==> src/verilog/rcr_pkg.sv <==
// Constants, field layout and types of the prescaler, tuner, event and calendar registers.
// Assumes byte addresses on an 8-bit register port with 32-bit data.
// What this block does
// - Busy flag blocks tap, tuner, event set/clear and calendar writes, their reads return zero
// - Chosen prescaler tap rising sets periodic flag
// - Source select picks prescaler clock source
// - Clock enable gates the prescaler clock
// - Tuner value zero leaves frequency alone
// - Add clear: drop one clock per period
// - Add set: insert one clock per period
// - Event set writes of one set mask
// - Event clear writes of one clear mask
// - Mask resets zero and gates event outputs
// - Leap year when year low bits zero
// - Month 1 to 12, day from 1
// - Hour 0 to 23, wraps into day
// - Minute and second 0 to 59, roll over
// - Options bit 0 reports tuner presence
// - Fixed exponent discards exponent writes
// - Options register is read only
package rcr_pkg;
   localparam logic [7:0]  OFS_TAP1       = 8'h34;
   localparam logic [7:0]  OFS_CLOCK      = 8'h40;
   localparam logic [7:0]  OFS_TUNER      = 8'h44;
   localparam logic [7:0]  OFS_EVT_SET    = 8'h48;
   localparam logic [7:0]  OFS_EVT_CLR    = 8'h4c;
   localparam logic [7:0]  OFS_EVT_STATE  = 8'h50;
   localparam logic [7:0]  OFS_CALENDAR   = 8'h54;
   localparam logic [7:0]  OFS_IRQ_STATUS = 8'h58;
   localparam logic [7:0]  OFS_IRQ_MASK   = 8'h5c;
   localparam logic [7:0]  OFS_OPTIONS    = 8'hf0;
   localparam logic [31:0] RST_ZERO       = 32'h0000_0000;
   localparam int          CLK_ON_BIT     = 0;
   localparam int          SRC_LSB        = 8;
   localparam int          TUNE_ADD_BIT   = 5;
   localparam int          TUNE_VAL_LSB   = 8;
   localparam logic [15:0] TUNE_FULL      = 16'h0100;
   localparam logic [31:0] EVT_VALID      = 32'h0003_0301;
   localparam int          EVT_OVF        = 0;
   localparam int          EVT_ALARM_FLAG_0     = 8;
   localparam int          EVT_ALARM_FLAG_1     = 9;
   localparam int          EVT_PERIODIC_FLAG_0       = 16;
   localparam int          EVT_PERIODIC_FLAG_1       = 17;
   localparam int          KHZ_DIV_W      = 5;
   localparam int          CAL_YEAR_LSB   = 26;
   localparam int          CAL_MONTH_LSB  = 22;
   localparam int          CAL_DAY_LSB    = 17;
   localparam int          CAL_HOUR_LSB   = 12;
   localparam int          CAL_MIN_LSB    = 6;
   localparam int          CAL_SEC_LSB    = 0;
   localparam logic [4:0]  HOUR_MAX       = 5'h17;
   localparam logic [5:0]  MINSEC_MAX     = 6'h3b;
   localparam logic [3:0]  MONTH_MAX      = 4'hc;
   localparam logic [3:0]  MONTH_FEB      = 4'h2;
   localparam logic [4:0]  DAY_FIRST      = 5'h01;
   localparam logic [3:0]  MONTH_FIRST    = 4'h1;
   localparam int          OPT_DT         = 0;
   localparam int          OPT_EXPWA      = 1;
   localparam int          OPT_EXPVAL_LSB = 2;
   localparam int          OPT_ALARM_COMPARATOR_COUNT_LSB  = 8;
   localparam int          OPT_PERIODIC_COMPARATOR_COUNT     = 12;
   localparam int          OPT_TAP_WRITABLE_0     = 14;
   localparam int          OPT_TAP_WRITABLE_1     = 15;
   localparam int          OPT_PERIODIC_FLAG_0_LSB   = 16;
   localparam int          OPT_PERIODIC_FLAG_1_LSB   = 24;

   typedef enum logic [2:0] {
      SRC_RC   = 3'b000,
      SRC_XTAL = 3'b001,
      SRC_PB   = 3'b010,
      SRC_GEN  = 3'b011,
      SRC_KHZ  = 3'b100
   } rcr_src_type;
endpackage

==> src/verilog/rcr_cal_if.sv <==
// Link between the register front end and the calendar stepper.
// Assumes both ends run on the same clock.
interface rcr_cal_if;
   logic        tick;
   logic        load;
   logic [31:0] load_value;
   logic [31:0] value;

   modport owner (input tick, input load, input load_value, output value);
   modport user  (output tick, output load, output load_value, input value);
endinterface

==> src/verilog/rcr_calendar.sv <==
// Calendar value register and its one-second stepper.
// Assumes a one-cycle tick per second and legal values loaded by software.
module rcr_calendar
   import rcr_pkg::*;
(
   // Clock and reset
   input wire logic clk,
   input wire logic reset,
   // Register side
   rcr_cal_if.owner cal
);
   logic [31:0] cal_q;
   logic [31:0] cal_d;
   logic [5:0]  year;
   logic [3:0]  month;
   logic [4:0]  day;
   logic [4:0]  hour;
   logic [5:0]  minute;
   logic [5:0]  second;
   logic [4:0]  last_day;

   assign {year, month, day, hour, minute, second} = cal_q;
   assign cal.value = cal_q;

   always_comb begin
      unique case (month)
         MONTH_FEB: last_day = (year[1:0] == 2'b00) ? 5'h1d : 5'h1c;
         4'h4, 4'h6, 4'h9, 4'hb: last_day = 5'h1e;
         default: last_day = 5'h1f;
      endcase
   end

   always_comb begin
      cal_d = cal_q;
      if (second != MINSEC_MAX) begin
         cal_d[CAL_SEC_LSB +: 6] = second + 6'h1;
      end else begin
         cal_d[CAL_SEC_LSB +: 6] = 6'h0;
         if (minute != MINSEC_MAX) begin
            cal_d[CAL_MIN_LSB +: 6] = minute + 6'h1;
         end else begin
            cal_d[CAL_MIN_LSB +: 6] = 6'h0;
            if (hour != HOUR_MAX) begin
               cal_d[CAL_HOUR_LSB +: 5] = hour + 5'h1;
            end else begin
               cal_d[CAL_HOUR_LSB +: 5] = 5'h0;
               if (day < last_day) begin
                  cal_d[CAL_DAY_LSB +: 5] = day + 5'h1;
               end else begin
                  cal_d[CAL_DAY_LSB +: 5] = DAY_FIRST;
                  if (month < MONTH_MAX) begin
                     cal_d[CAL_MONTH_LSB +: 4] = month + 4'h1;
                  end else begin
                     cal_d[CAL_MONTH_LSB +: 4] = MONTH_FIRST;
                     cal_d[CAL_YEAR_LSB +: 6] = year + 6'h1;
                  end
               end
            end
         end
      end
   end

   // A load in the same cycle as a tick wins, software owns the value
   always_ff @(posedge clk) begin
      if (reset) begin
         cal_q <= RST_ZERO;
      end else if (cal.load) begin
         cal_q <= cal.load_value;
      end else if (cal.tick) begin
         cal_q <= cal_d;
      end
   end

   property p_hour_wrap;
      @(posedge clk) disable iff (reset)
      cal.tick && !cal.load && second == MINSEC_MAX && minute == MINSEC_MAX
         && hour == HOUR_MAX |=> hour == 5'h0 && day != $past(day);
   endproperty
   a_hour_wrap: assert property (p_hour_wrap) else $error("hour did not wrap");

   property p_leap;
      @(posedge clk) disable iff (reset)
      cal.tick && !cal.load && cal_d[CAL_HOUR_LSB +: 5] == 5'h0 && month == MONTH_FEB
         && day == 5'h1c && hour == HOUR_MAX |=> day == ((year[1:0] == 2'b00) ? 5'h1d : 5'h01);
   endproperty
   a_leap: assert property (p_leap) else $error("leap day wrong");

   property p_minsec;
      @(posedge clk) disable iff (reset)
      cal.tick && !cal.load && second <= MINSEC_MAX && minute <= MINSEC_MAX
         |=> second <= MINSEC_MAX && minute <= MINSEC_MAX;
   endproperty
   a_minsec: assert property (p_minsec) else $error("minute or second out of range");

   c_year_roll: cover property (@(posedge clk) cal.tick && month == MONTH_MAX && day == 5'h1f
      && hour == HOUR_MAX && minute == MINSEC_MAX && second == MINSEC_MAX);
endmodule

==> src/verilog/rcr_top.sv <==
// Prescaler clock select, frequency tuner, event mask, calendar and options registers.
// Assumes clock sources are levels synchronous to clk and busy comes from the counter side.
//
// Local design decision: the plain strobed port.
module rcr_top
   import rcr_pkg::*;
#(
   parameter int unsigned PRESC_W            = 32,
   parameter int unsigned TUNE_W             = 40,
   parameter bit          TUNER_PRESENT      = 1'b1,
   parameter bit          TUNER_EXP_WRITABLE = 1'b1,
   parameter logic [4:0]  TUNER_EXP_CONST    = 5'h00,
   parameter bit          TAP_WRITABLE_0     = 1'b1,
   parameter bit          TAP_WRITABLE_1     = 1'b1,
   parameter logic [4:0]  TAP_CONST_0        = 5'h00,
   parameter logic [4:0]  TAP_CONST_1        = 5'h00,
   parameter bit          PERIODIC_COUNT     = 1'b0,
   parameter logic [1:0]  ALARM_COUNT        = 2'h1
)(
   // Clock and reset
   input  wire logic               clk,
   input  wire logic               reset,
   // Register port
   input  wire logic [7:0]         reg_addr,
   input  wire logic [31:0]        reg_wdata,
   input  wire logic               reg_write,
   input  wire logic               reg_read,
   output logic [31:0]             reg_rdata,
   // Counter side status
   input  wire logic               busy,
   // Prescaler clock sources
   input  wire logic               system_rc_osc,
   input  wire logic               low_freq_crystal_osc,
   input  wire logic               generic_clock,
   // Event sources and calendar tick
   input  wire logic               overflow_flag,
   input  wire logic               alarm_flag_0,
   input  wire logic               alarm_flag_1,
   input  wire logic               periodic_flag_0,
   input  wire logic               calendar_tick,
   // Results
   output logic [PRESC_W-1:0]      prescaler_count,
   output logic [4:0]              event_out,
   output logic                    periodic_flag_1,
   output logic                    irq,
   output logic [31:0]             calendar_value
);
   // Registers hidden behind busy
   function automatic logic blocked(input logic [7:0] a);
      return a == OFS_TAP1 || a == OFS_TUNER || a == OFS_EVT_SET
          || a == OFS_EVT_CLR || a == OFS_CALENDAR;
   endfunction

   function automatic logic [8:0] ceil256(input logic [7:0] v);
      logic [15:0] q;
      q = (v == 8'h0) ? 16'h0 : (TUNE_FULL + 16'(v) - 16'h1) / 16'(v);
      return q[8:0];
   endfunction

   function automatic int evt_pos(input int i);
      case (i)
         0:       return EVT_OVF;
         1:       return EVT_ALARM_FLAG_0;
         2:       return EVT_ALARM_FLAG_1;
         3:       return EVT_PERIODIC_FLAG_0;
         default: return EVT_PERIODIC_FLAG_1;
      endcase
   endfunction

   logic [4:0]          tap1_q;
   logic [2:0]          src_q;
   logic                cen_q;
   logic [7:0]          tune_val_q;
   logic                tune_add_q;
   logic [4:0]          tune_exp_q;
   logic [31:0]         evm_q;
   logic [31:0]         status_q;
   logic [31:0]         irq_mask_q;
   logic [31:0]         rdata_q;
   logic [PRESC_W-1:0]  presc_q;
   logic [TUNE_W-1:0]   tcnt_q;
   logic [KHZ_DIV_W-1:0] khz_div_q;
   logic                xtal_prev_q;
   logic                src_prev_q;
   logic                tap1_prev_q;
   logic                irq_q;
   logic [4:0]          event_q;
   logic                wr_ok;
   logic                rd_blank;
   logic                kilohertz_clock;
   logic                src_lvl;
   logic                src_edge;
   logic                presc_tick;
   logic [4:0]          exp_eff;
   logic [4:0]          tap1_eff;
   logic [TUNE_W-1:0]   tune_n;
   logic                tune_on;
   logic                tap1_lvl;
   logic                periodic_flag_1_rise;
   logic [4:0]          evt_src;
   logic [31:0]         options;
   logic [31:0]         rd_val;

   rcr_cal_if cal_link ();

   rcr_calendar rcr_calendar_i (
      .clk   (clk),
      .reset (reset),
      .cal   (cal_link)
   );

   assign wr_ok    = reg_write && !(busy && blocked(reg_addr));
   assign rd_blank = busy && blocked(reg_addr);

   assign cal_link.tick       = calendar_tick;
   assign cal_link.load       = wr_ok && reg_addr == OFS_CALENDAR;
   assign cal_link.load_value = reg_wdata;

   // Register writes
   always_ff @(posedge clk) begin
      if (reset) begin
         tap1_q <= 5'h0;
      end else if (wr_ok && reg_addr == OFS_TAP1 && TAP_WRITABLE_1) begin
         tap1_q <= reg_wdata[4:0];
      end
   end

   // Software disables first, then changes source, then enables
   always_ff @(posedge clk) begin
      if (reset) begin
         src_q <= 3'h0;
         cen_q <= 1'b0;
      end else if (wr_ok && reg_addr == OFS_CLOCK) begin
         src_q <= reg_wdata[SRC_LSB +: 3];
         cen_q <= reg_wdata[CLK_ON_BIT];
      end
   end

   always_ff @(posedge clk) begin
      if (reset) begin
         tune_val_q <= 8'h0;
         tune_add_q <= 1'b0;
         tune_exp_q <= 5'h0;
      end else if (wr_ok && reg_addr == OFS_TUNER && TUNER_PRESENT) begin
         tune_val_q <= reg_wdata[TUNE_VAL_LSB +: 8];
         tune_add_q <= reg_wdata[TUNE_ADD_BIT];
         if (TUNER_EXP_WRITABLE) begin
            tune_exp_q <= reg_wdata[4:0];
         end
      end
   end

   always_ff @(posedge clk) begin
      if (reset) begin
         evm_q <= RST_ZERO;
      end else if (wr_ok && reg_addr == OFS_EVT_SET) begin
         evm_q <= evm_q | (reg_wdata & EVT_VALID);
      end else if (wr_ok && reg_addr == OFS_EVT_CLR) begin
         evm_q <= evm_q & ~(reg_wdata & EVT_VALID);
      end
   end

   // Prescaler clock source
   always_ff @(posedge clk) begin
      if (reset) begin
         xtal_prev_q <= 1'b0;
         khz_div_q   <= '0;
      end else begin
         xtal_prev_q <= low_freq_crystal_osc;
         if (low_freq_crystal_osc && !xtal_prev_q) begin
            khz_div_q <= khz_div_q + 1'b1;
         end
      end
   end

   assign kilohertz_clock = khz_div_q[KHZ_DIV_W-1];

   always_comb begin
      unique case (rcr_src_type'(src_q))
         SRC_RC:   src_lvl = system_rc_osc;
         SRC_XTAL: src_lvl = low_freq_crystal_osc;
         SRC_PB:   src_lvl = 1'b1;
         SRC_GEN:  src_lvl = generic_clock;
         SRC_KHZ:  src_lvl = kilohertz_clock;
         default:  src_lvl = 1'b0;
      endcase
   end

   always_ff @(posedge clk) begin
      if (reset) begin
         src_prev_q <= 1'b0;
      end else begin
         src_prev_q <= src_lvl;
      end
   end

   // Bus clock source counts every cycle
   assign src_edge   = (src_q == SRC_PB) ? 1'b1 : (src_lvl && !src_prev_q);
   assign presc_tick = cen_q && src_edge;

   // Tuner
   assign exp_eff = TUNER_EXP_WRITABLE ? tune_exp_q : TUNER_EXP_CONST;
   assign tune_n  = TUNE_W'(ceil256(tune_val_q)) << exp_eff;
   assign tune_on = TUNER_PRESENT && tune_val_q != 8'h0;

   // Counter as wide as tune_n needs; 256 shifted by the largest exponent still fits the width
   // Bounds compare with >= so a tuner rewrite that shrinks N cannot strand the count
   always_ff @(posedge clk) begin
      if (reset) begin
         presc_q <= '0;
         tcnt_q  <= '0;
      end else if (presc_tick) begin
         if (!tune_on) begin
            presc_q <= presc_q + 1'b1;
            tcnt_q  <= '0;
         end else if (!tune_add_q) begin
            if (tcnt_q >= tune_n) begin
               tcnt_q <= '0;
            end else begin
               presc_q <= presc_q + 1'b1;
               tcnt_q  <= tcnt_q + 1'b1;
            end
         end else if (tcnt_q >= tune_n - TUNE_W'(2)) begin
            presc_q <= presc_q + PRESC_W'(2);
            tcnt_q  <= '0;
         end else begin
            presc_q <= presc_q + 1'b1;
            tcnt_q  <= tcnt_q + 1'b1;
         end
      end
   end

   assign prescaler_count = presc_q;

   // Periodic tap
   assign tap1_eff  = TAP_WRITABLE_1 ? tap1_q : TAP_CONST_1;
   assign tap1_lvl  = presc_q[tap1_eff];
   assign periodic_flag_1_rise = tap1_lvl && !tap1_prev_q;

   always_ff @(posedge clk) begin
      if (reset) begin
         tap1_prev_q <= 1'b0;
      end else begin
         tap1_prev_q <= tap1_lvl;
      end
   end

   // Status and interrupt; a set in the clearing cycle survives
   always_ff @(posedge clk) begin
      if (reset) begin
         status_q <= RST_ZERO;
      end else begin
         if (reg_write && reg_addr == OFS_IRQ_STATUS) begin
            status_q[EVT_PERIODIC_FLAG_1] <= (status_q[EVT_PERIODIC_FLAG_1] && !reg_wdata[EVT_PERIODIC_FLAG_1]) || periodic_flag_1_rise;
         end else if (periodic_flag_1_rise) begin
            status_q[EVT_PERIODIC_FLAG_1] <= 1'b1;
         end
      end
   end

   always_ff @(posedge clk) begin
      if (reset) begin
         irq_mask_q <= RST_ZERO;
      end else if (reg_write && reg_addr == OFS_IRQ_MASK) begin
         irq_mask_q <= reg_wdata & (32'h1 << EVT_PERIODIC_FLAG_1);
      end
   end

   always_ff @(posedge clk) begin
      if (reset) begin
         irq_q <= 1'b0;
      end else begin
         irq_q <= |(status_q & irq_mask_q);
      end
   end

   assign periodic_flag_1 = status_q[EVT_PERIODIC_FLAG_1];
   assign irq             = irq_q;

   // Peripheral events
   assign evt_src = {periodic_flag_1_rise, periodic_flag_0, alarm_flag_1, alarm_flag_0, overflow_flag};

   for (genvar i = 0; i < 5; i++) begin : g_evt
      always_ff @(posedge clk) begin
         if (reset) begin
            event_q[i] <= 1'b0;
         end else begin
            event_q[i] <= evt_src[i] && evm_q[evt_pos(i)];
         end
      end
   end

   assign event_out = event_q;

   // Read side
   always_comb begin
      options                          = RST_ZERO;
      options[OPT_DT]                  = TUNER_PRESENT;
      options[OPT_EXPWA]               = TUNER_EXP_WRITABLE;
      options[OPT_EXPVAL_LSB +: 5]     = TUNER_EXP_CONST;
      options[OPT_ALARM_COMPARATOR_COUNT_LSB +: 2]      = ALARM_COUNT;
      options[OPT_PERIODIC_COMPARATOR_COUNT]              = PERIODIC_COUNT;
      options[OPT_TAP_WRITABLE_0]              = TAP_WRITABLE_0;
      options[OPT_TAP_WRITABLE_1]              = TAP_WRITABLE_1;
      options[OPT_PERIODIC_FLAG_0_LSB +: 5]       = TAP_CONST_0;
      options[OPT_PERIODIC_FLAG_1_LSB +: 5]       = TAP_CONST_1;
   end

   always_comb begin
      rd_val = RST_ZERO;
      unique case (reg_addr)
         OFS_TAP1:       rd_val = {27'h0, tap1_eff};
         OFS_CLOCK:      rd_val = {21'h0, src_q, 7'h0, cen_q};
         OFS_TUNER:      rd_val = TUNER_PRESENT ? {16'h0, tune_val_q, 2'h0, tune_add_q, exp_eff}
                                                : RST_ZERO;
         OFS_EVT_STATE:  rd_val = evm_q;
         OFS_CALENDAR:   rd_val = cal_link.value;
         OFS_IRQ_STATUS: rd_val = status_q;
         OFS_IRQ_MASK:   rd_val = irq_mask_q;
         OFS_OPTIONS:    rd_val = options;
         default:        rd_val = RST_ZERO;
      endcase
      if (rd_blank) begin
         rd_val = RST_ZERO;
      end
   end

   always_ff @(posedge clk) begin
      if (reset) begin
         rdata_q <= RST_ZERO;
      end else begin
         rdata_q <= reg_read ? rd_val : RST_ZERO;
      end
   end

   assign reg_rdata      = rdata_q;
   assign calendar_value = cal_link.value;

   // Checks
   property p_busy_read;
      @(posedge clk) disable iff (reset)
      reg_read && busy && blocked(reg_addr) |=> reg_rdata == RST_ZERO;
   endproperty
   a_busy_read: assert property (p_busy_read) else $error("busy read not zero");

   property p_busy_write;
      @(posedge clk) disable iff (reset)
      reg_write && busy && reg_addr == OFS_TUNER |=> $stable(tune_val_q) && $stable(tune_add_q);
   endproperty
   a_busy_write: assert property (p_busy_write) else $error("busy write taken");

   property p_periodic_flag_1_set;
      @(posedge clk) disable iff (reset)
      $rose(presc_q[tap1_eff]) && $stable(tap1_eff) |-> ##1 periodic_flag_1 ##1 irq == irq_mask_q[EVT_PERIODIC_FLAG_1];
   endproperty
   a_periodic_flag_1_set: assert property (p_periodic_flag_1_set) else $error("periodic flag not set");

   property p_pb_source;
      @(posedge clk) disable iff (reset)
      cen_q && src_q == SRC_PB && !tune_on |=> presc_q == $past(presc_q) + 1'b1;
   endproperty
   a_pb_source: assert property (p_pb_source) else $error("bus clock source not counting");

   property p_clock_off;
      @(posedge clk) disable iff (reset)
      !cen_q [*2] |-> $stable(presc_q);
   endproperty
   a_clock_off: assert property (p_clock_off) else $error("prescaler ran while off");

   property p_tuner_drop;
      @(posedge clk) disable iff (reset)
      presc_tick && tune_on && !tune_add_q && tcnt_q == tune_n |=> $stable(presc_q) && tcnt_q == '0;
   endproperty
   a_tuner_drop: assert property (p_tuner_drop) else $error("no clock dropped");

   property p_tuner_add;
      @(posedge clk) disable iff (reset)
      presc_tick && tune_on && tune_add_q && tcnt_q == tune_n - TUNE_W'(2)
         |=> presc_q == $past(presc_q) + PRESC_W'(2);
   endproperty
   a_tuner_add: assert property (p_tuner_add) else $error("no clock added");

   property p_evt_set;
      @(posedge clk) disable iff (reset)
      reg_write && !busy && reg_addr == OFS_EVT_SET
         |=> (evm_q & $past(reg_wdata) & EVT_VALID) == ($past(reg_wdata) & EVT_VALID);
   endproperty
   a_evt_set: assert property (p_evt_set) else $error("event mask not set");

   property p_evt_clr;
      @(posedge clk) disable iff (reset)
      reg_write && !busy && reg_addr == OFS_EVT_CLR |=> (evm_q & $past(reg_wdata)) == RST_ZERO
         && (evm_q | $past(reg_wdata)) == ($past(evm_q) | $past(reg_wdata));
   endproperty
   a_evt_clr: assert property (p_evt_clr) else $error("event mask not cleared");

   property p_evt_gate;
      @(posedge clk) disable iff (reset)
      overflow_flag ##1 1'b1 |-> event_out[0] == $past(evm_q[EVT_OVF]);
   endproperty
   a_evt_gate: assert property (p_evt_gate) else $error("event not gated by mask");

   property p_options;
      @(posedge clk) disable iff (reset)
      reg_read && reg_addr == OFS_OPTIONS |=> reg_rdata[OPT_DT] == TUNER_PRESENT
         && reg_rdata == options;
   endproperty
   a_options: assert property (p_options) else $error("options read wrong");

   c_busy_read: cover property (@(posedge clk) reg_read && busy && reg_addr == OFS_CALENDAR);
   c_drop: cover property (@(posedge clk) presc_tick && tune_on && !tune_add_q && tcnt_q == tune_n);
   c_irq: cover property (@(posedge clk) $rose(irq));
   c_event: cover property (@(posedge clk) event_out[4]);
endmodule
==> config.mk <==
export PLATFORM = sky130hd
export DESIGN_NAME = rcr_top
export DESIGN_NICKNAME = d
export VERILOG_FILES = /design/src/verilog/rcr_pkg.sv /design/src/verilog/rcr_cal_if.sv /design/src/verilog/rcr_calendar.sv /design/src/verilog/rcr_top.sv
export SDC_FILE = /design/constraint.sdc
export NUM_CORES = 1
export LEC_CHECK = 0
export BUFFER_PORTS_ARGS = -buffer_cell sky130_fd_sc_hd__buf_2
export CAP_MARGIN = 30
export CORE_AREA = 5 5 212 152
export CTS_CLUSTER_DIAMETER = 200
export DETAILED_ROUTE_END_ITERATION = 7
export DIE_AREA = 0 0 217 157
export PLACE_DENSITY = 0.82
export SYNTH_ARGS = -nofsm -noshare
export SYNTH_HDL_FRONTEND = slang
export SYNTH_SLANG_ARGS = --single-unit
==> constraint.sdc <==
create_clock -name clk -period 88.1 [get_ports clk]
set_input_delay 8.81 -clock clk [delete_from_list [all_inputs] [get_ports clk]]
set_output_delay 8.81 -clock clk [all_outputs]
set_load 0.05 [all_outputs]
==> results list <==
* Result of the run: finished with violations
- The final reports fail on design-rule violations.
- After clock tree synthesis, the clock-pin slew on the worst setup and hold paths is 0.07 ns.
- Clock sink count: 180
- The number of different library cells used by synthesis comes to 114.
- The tool flagged a number of max-cap violations equal to 0.
* Number of instances in the synthesized netlist: 2275
- Data on the critical path is required at its endpoint by 88.43 ns.
- Die height: 157 um
- Final hold violations: 0
- Detailed-routed wire length on met2: 23.3 mm
* Wire length per cell after detailed routing: 19.9 um
- Initial antenna violation count: 0
- EDFF count, synth: 0
- In the finished design, the share of the clock period the worst path needs comes to 0.466.
- Number of placed I/O pins: 156
* Syn avg cell area: 7.79 um2
* Critical R2R Capture: prescaler_count[26]
- Post-CTS Repair Setup Buffers: 0
- Data on the critical path arrives at its endpoint at 41.38 ns.
- Between clock sinks in the finished design, the worst skew comes to 0.0207 ns.
- Slowest CP cell: o221ai_1
* Via Count: 18200
- Register Area: 3600 um2
- Row cnt: 53
* Register-to-register path setup slack: 47.05 ns
- After detailed routing, the number of vias per cell comes to 6.53.
- Net count of the finished layout: 2649
- The routed design has 55.5 mm of wire.
* Combined area of all synthesized cells: 17700 um2
- Worst hold path cell count: 1
- Antenna Nets Post-Route: 0
- Cells resized by post-CTS repair: 0
* Clock latency of the later-clocked register in the worst-skew pair: 0.46 ns
* Time the worst path needs with I/O delays and setup: 41.05 ns
- The die covers 34100 um2.
- Hold repair after CTS inserted 0 buffers.
* Placeable Area: 29800 um2
* Maximum clock insertion buffer count: 2
* Initial core utilization: 0.595
* Worst path max stage delay: 0.88 ns
* Final setup TNS: 0 ns
- Crit path from: tune_val_q[0]
* Met3 routed wirelength: 6.48 mm
- Routability-driven placement finished with a final weighted congestion of 1.04.
- For this block, wires on met1 add up to 24.6 mm.
- Input/output buffers: 155
* Clock root buffer: clkbuf_16
- Total track usage: 0.316
- Fraction of the yosys area taken by sequential cells: 0.203
- For this run, asynchronously set or reset flops after synthesis account for 0.
- Based on the critical path, the design can be clocked at up to 24.4 MHz.
- CP Class: reg -> reg
- Sink of the worst hold path: event_out[4]
* Final global-route overflow total: 0
* First-pass GRT wire length: 89.5 mm
* Worst slew margin relative to its limit: 0.271
- Reg2Reg Depth: 167
- The wire-length estimate of the detail-placed layout is 42.5 mm.
- In this run the critical register-to-register path is launched from tune_val_q[0].
- The via count of the first global-routing pass came to 17200.
- Setup repair after global routing left no endpoint under its margin.
* Maximum number of pins on one net before global-route repair: 90
- Uppermost layer routed: met4
* Most repeated library cell on the critical path: a21o_1
- Post-synthesis register bit count: 180
- The worst hold path belongs to the class reg -> reg.
* Startpoint of the worst hold path: tap1_prev_q
- Total number of H-tree levels: 4
* Final Max Tran Viols: 0
* TritonCTS clock tree: built
* 1st-iter DRT viols: 2133
- DRC: 32
- For the pin with the worst max-slew slack, the measured transition is 1.09 ns.
* CP endpoint kind: flop
- The repair_antennas step left the layout with diodes totalling 0.
* Length of the first detailed-routing pass in iterations: 8
- Ratio of cells with drive above 1 in the final layout: 0.129
- Leading register cell type out of synthesis: dfxtp_1
- The worst setup path is launched from a flop.
* Area of the multi-input gates: 13500 um2
- Crit Path Max Fanout: 19
- Compared with the post-synthesis result, the final layout area differs by 9.84%.
- The floorplan step set the die width to 217 um.
* Number of CTS-inserted buffers: 17
* Total number of yosys warnings: 0
- Number of fillers in the final layout: 2457
- # setup viols final: 0
==> cell families (layout without fill, tap and decap cells) <==
group / Yosys count / count (layout) / share of synthesized area
simple gates: 935 / 935 / 0.263
compound gates: 588 / 588 / 0.235
fa+ha+maj: 200 / 200 / 0.141
flops: 180 / 180 / 0.203
xor+xnor: 156 / 156 / 0.0771
buf+inv: 148 / 278 / 0.0333
mux: 67 / 67 / 0.0475
other cells: 1 / 6 / 0.000212
==> how the worst max path moves through the flow <==
stage                           to  slack, ns  cells past startpoint
2_1_floorplan  prescaler_count[30]      53.58                    176
6_report       prescaler_count[26]      47.05                    167
4_1_cts        prescaler_count[24]      47.83                    166
3_5_place_dp   prescaler_count[24]      47.96                    166
3_3_place_gp   prescaler_count[30]      49.24                    166
5_1_grt        prescaler_count[21]      43.99                    169
==> routing by layer <==
layer	global-route usage	up-vias
met4	0.0761	0
met5	0	-
met3	0.0859	111
met2	0.478	1022
met1	0.451	8499
li1	-	8611
==> synthesized netlist by cell type (33+ instances only) <==
library cell,count,area share
nand3_1,64,0.018
nor2b_1,33,0.012
a21oi_1,142,0.040
ha_1,199,0.14
nor2_1,271,0.057
o21a_1,36,0.015
nor3_1,99,0.028
xor2_1,63,0.031
nand2b_1,36,0.013
inv_1,67,0.014
mux2i_1,35,0.020
clkbuf_1,66,0.014
dfxtp_1,180,0.20
o21ai_0,92,0.026
nand2_1,227,0.048
xnor2_1,93,0.046
a21o_1,63,0.027
==> sequential cells by signal, summed over array words and instances, names as in the netlist, 8 cells and up, named ones only <==
signal	flops
rcr_calendar_i.cal.value	32
prescaler_count	32
reg_rdata	32
tune_val_q	8
tcnt_q	40
==> metrics by stage <==
| step | area (um2) | worst slack [ns] | util | hold WS [ns] | cells |
|---|---|---|---|---|---|
| 3_3_place_gp | 18800 | 49.24 | 0.631 | 0.418 | 2757 |
| 6_report | 19500 | 47.05 | 0.654 | 0.432 | 2795 |
| 4_1_cts | 19400 | 47.83 | 0.653 | 0.430 | 2792 |
| 3_5_place_dp | 18800 | 47.96 | 0.632 | 0.416 | 2760 |
| 2_1_floorplan | 17700 | 53.58 | - | 0.400 | 2280 |
| 5_1_grt | 19500 | 43.99 | 0.654 | 0.451 | 2795 |
==> critical path, delay by kind of cell (launching register included) <==
kind / cells / cell delay (ns)
xor+xnor: 3 / 0.56
mux: 6 / 2.37
compound gates: 89 / 21.25
simple gates: 46 / 9.17
buf+inv: 6 / 1.42
flops: 1 / 0.63
fa+ha+maj: 17 / 5.42
==> cell usage in the layout (no fill, tap or decap), drive strengths merged, types with 12 or more instances in the layout <==
master    n
nor2    273
nand2   227
ha      199
dfxtp   180
buf     176
a21oi   146
nor3    101
o21ai   100
xnor2    93
inv      72
nand3    65
a21o     63
xor2     63
o21a     37
nand2b   36
mux2i    35
nor2b    33
nand4    33
a22oi    32
and2     29
and3     29
o31ai    29
a31oi    28
or3      26
a211oi   21
mux2     21
nor4     21
clkbuf   21
or2      13
nor3b    13
o211ai   12
==> area by class of cell <==
cell class,count,area share
multi-input combinational,1952,0.696
sequential,180,0.185
tap,385,0.0248
timing repair buffer,178,0.0496
clock inverter,13,0.00868
inverter,68,0.0131
clock buffer,19,0.0228
Power is left out: the tool's default activity adds up to more than one toggle a clock period on the data nets, which glitch-free logic cannot reach.
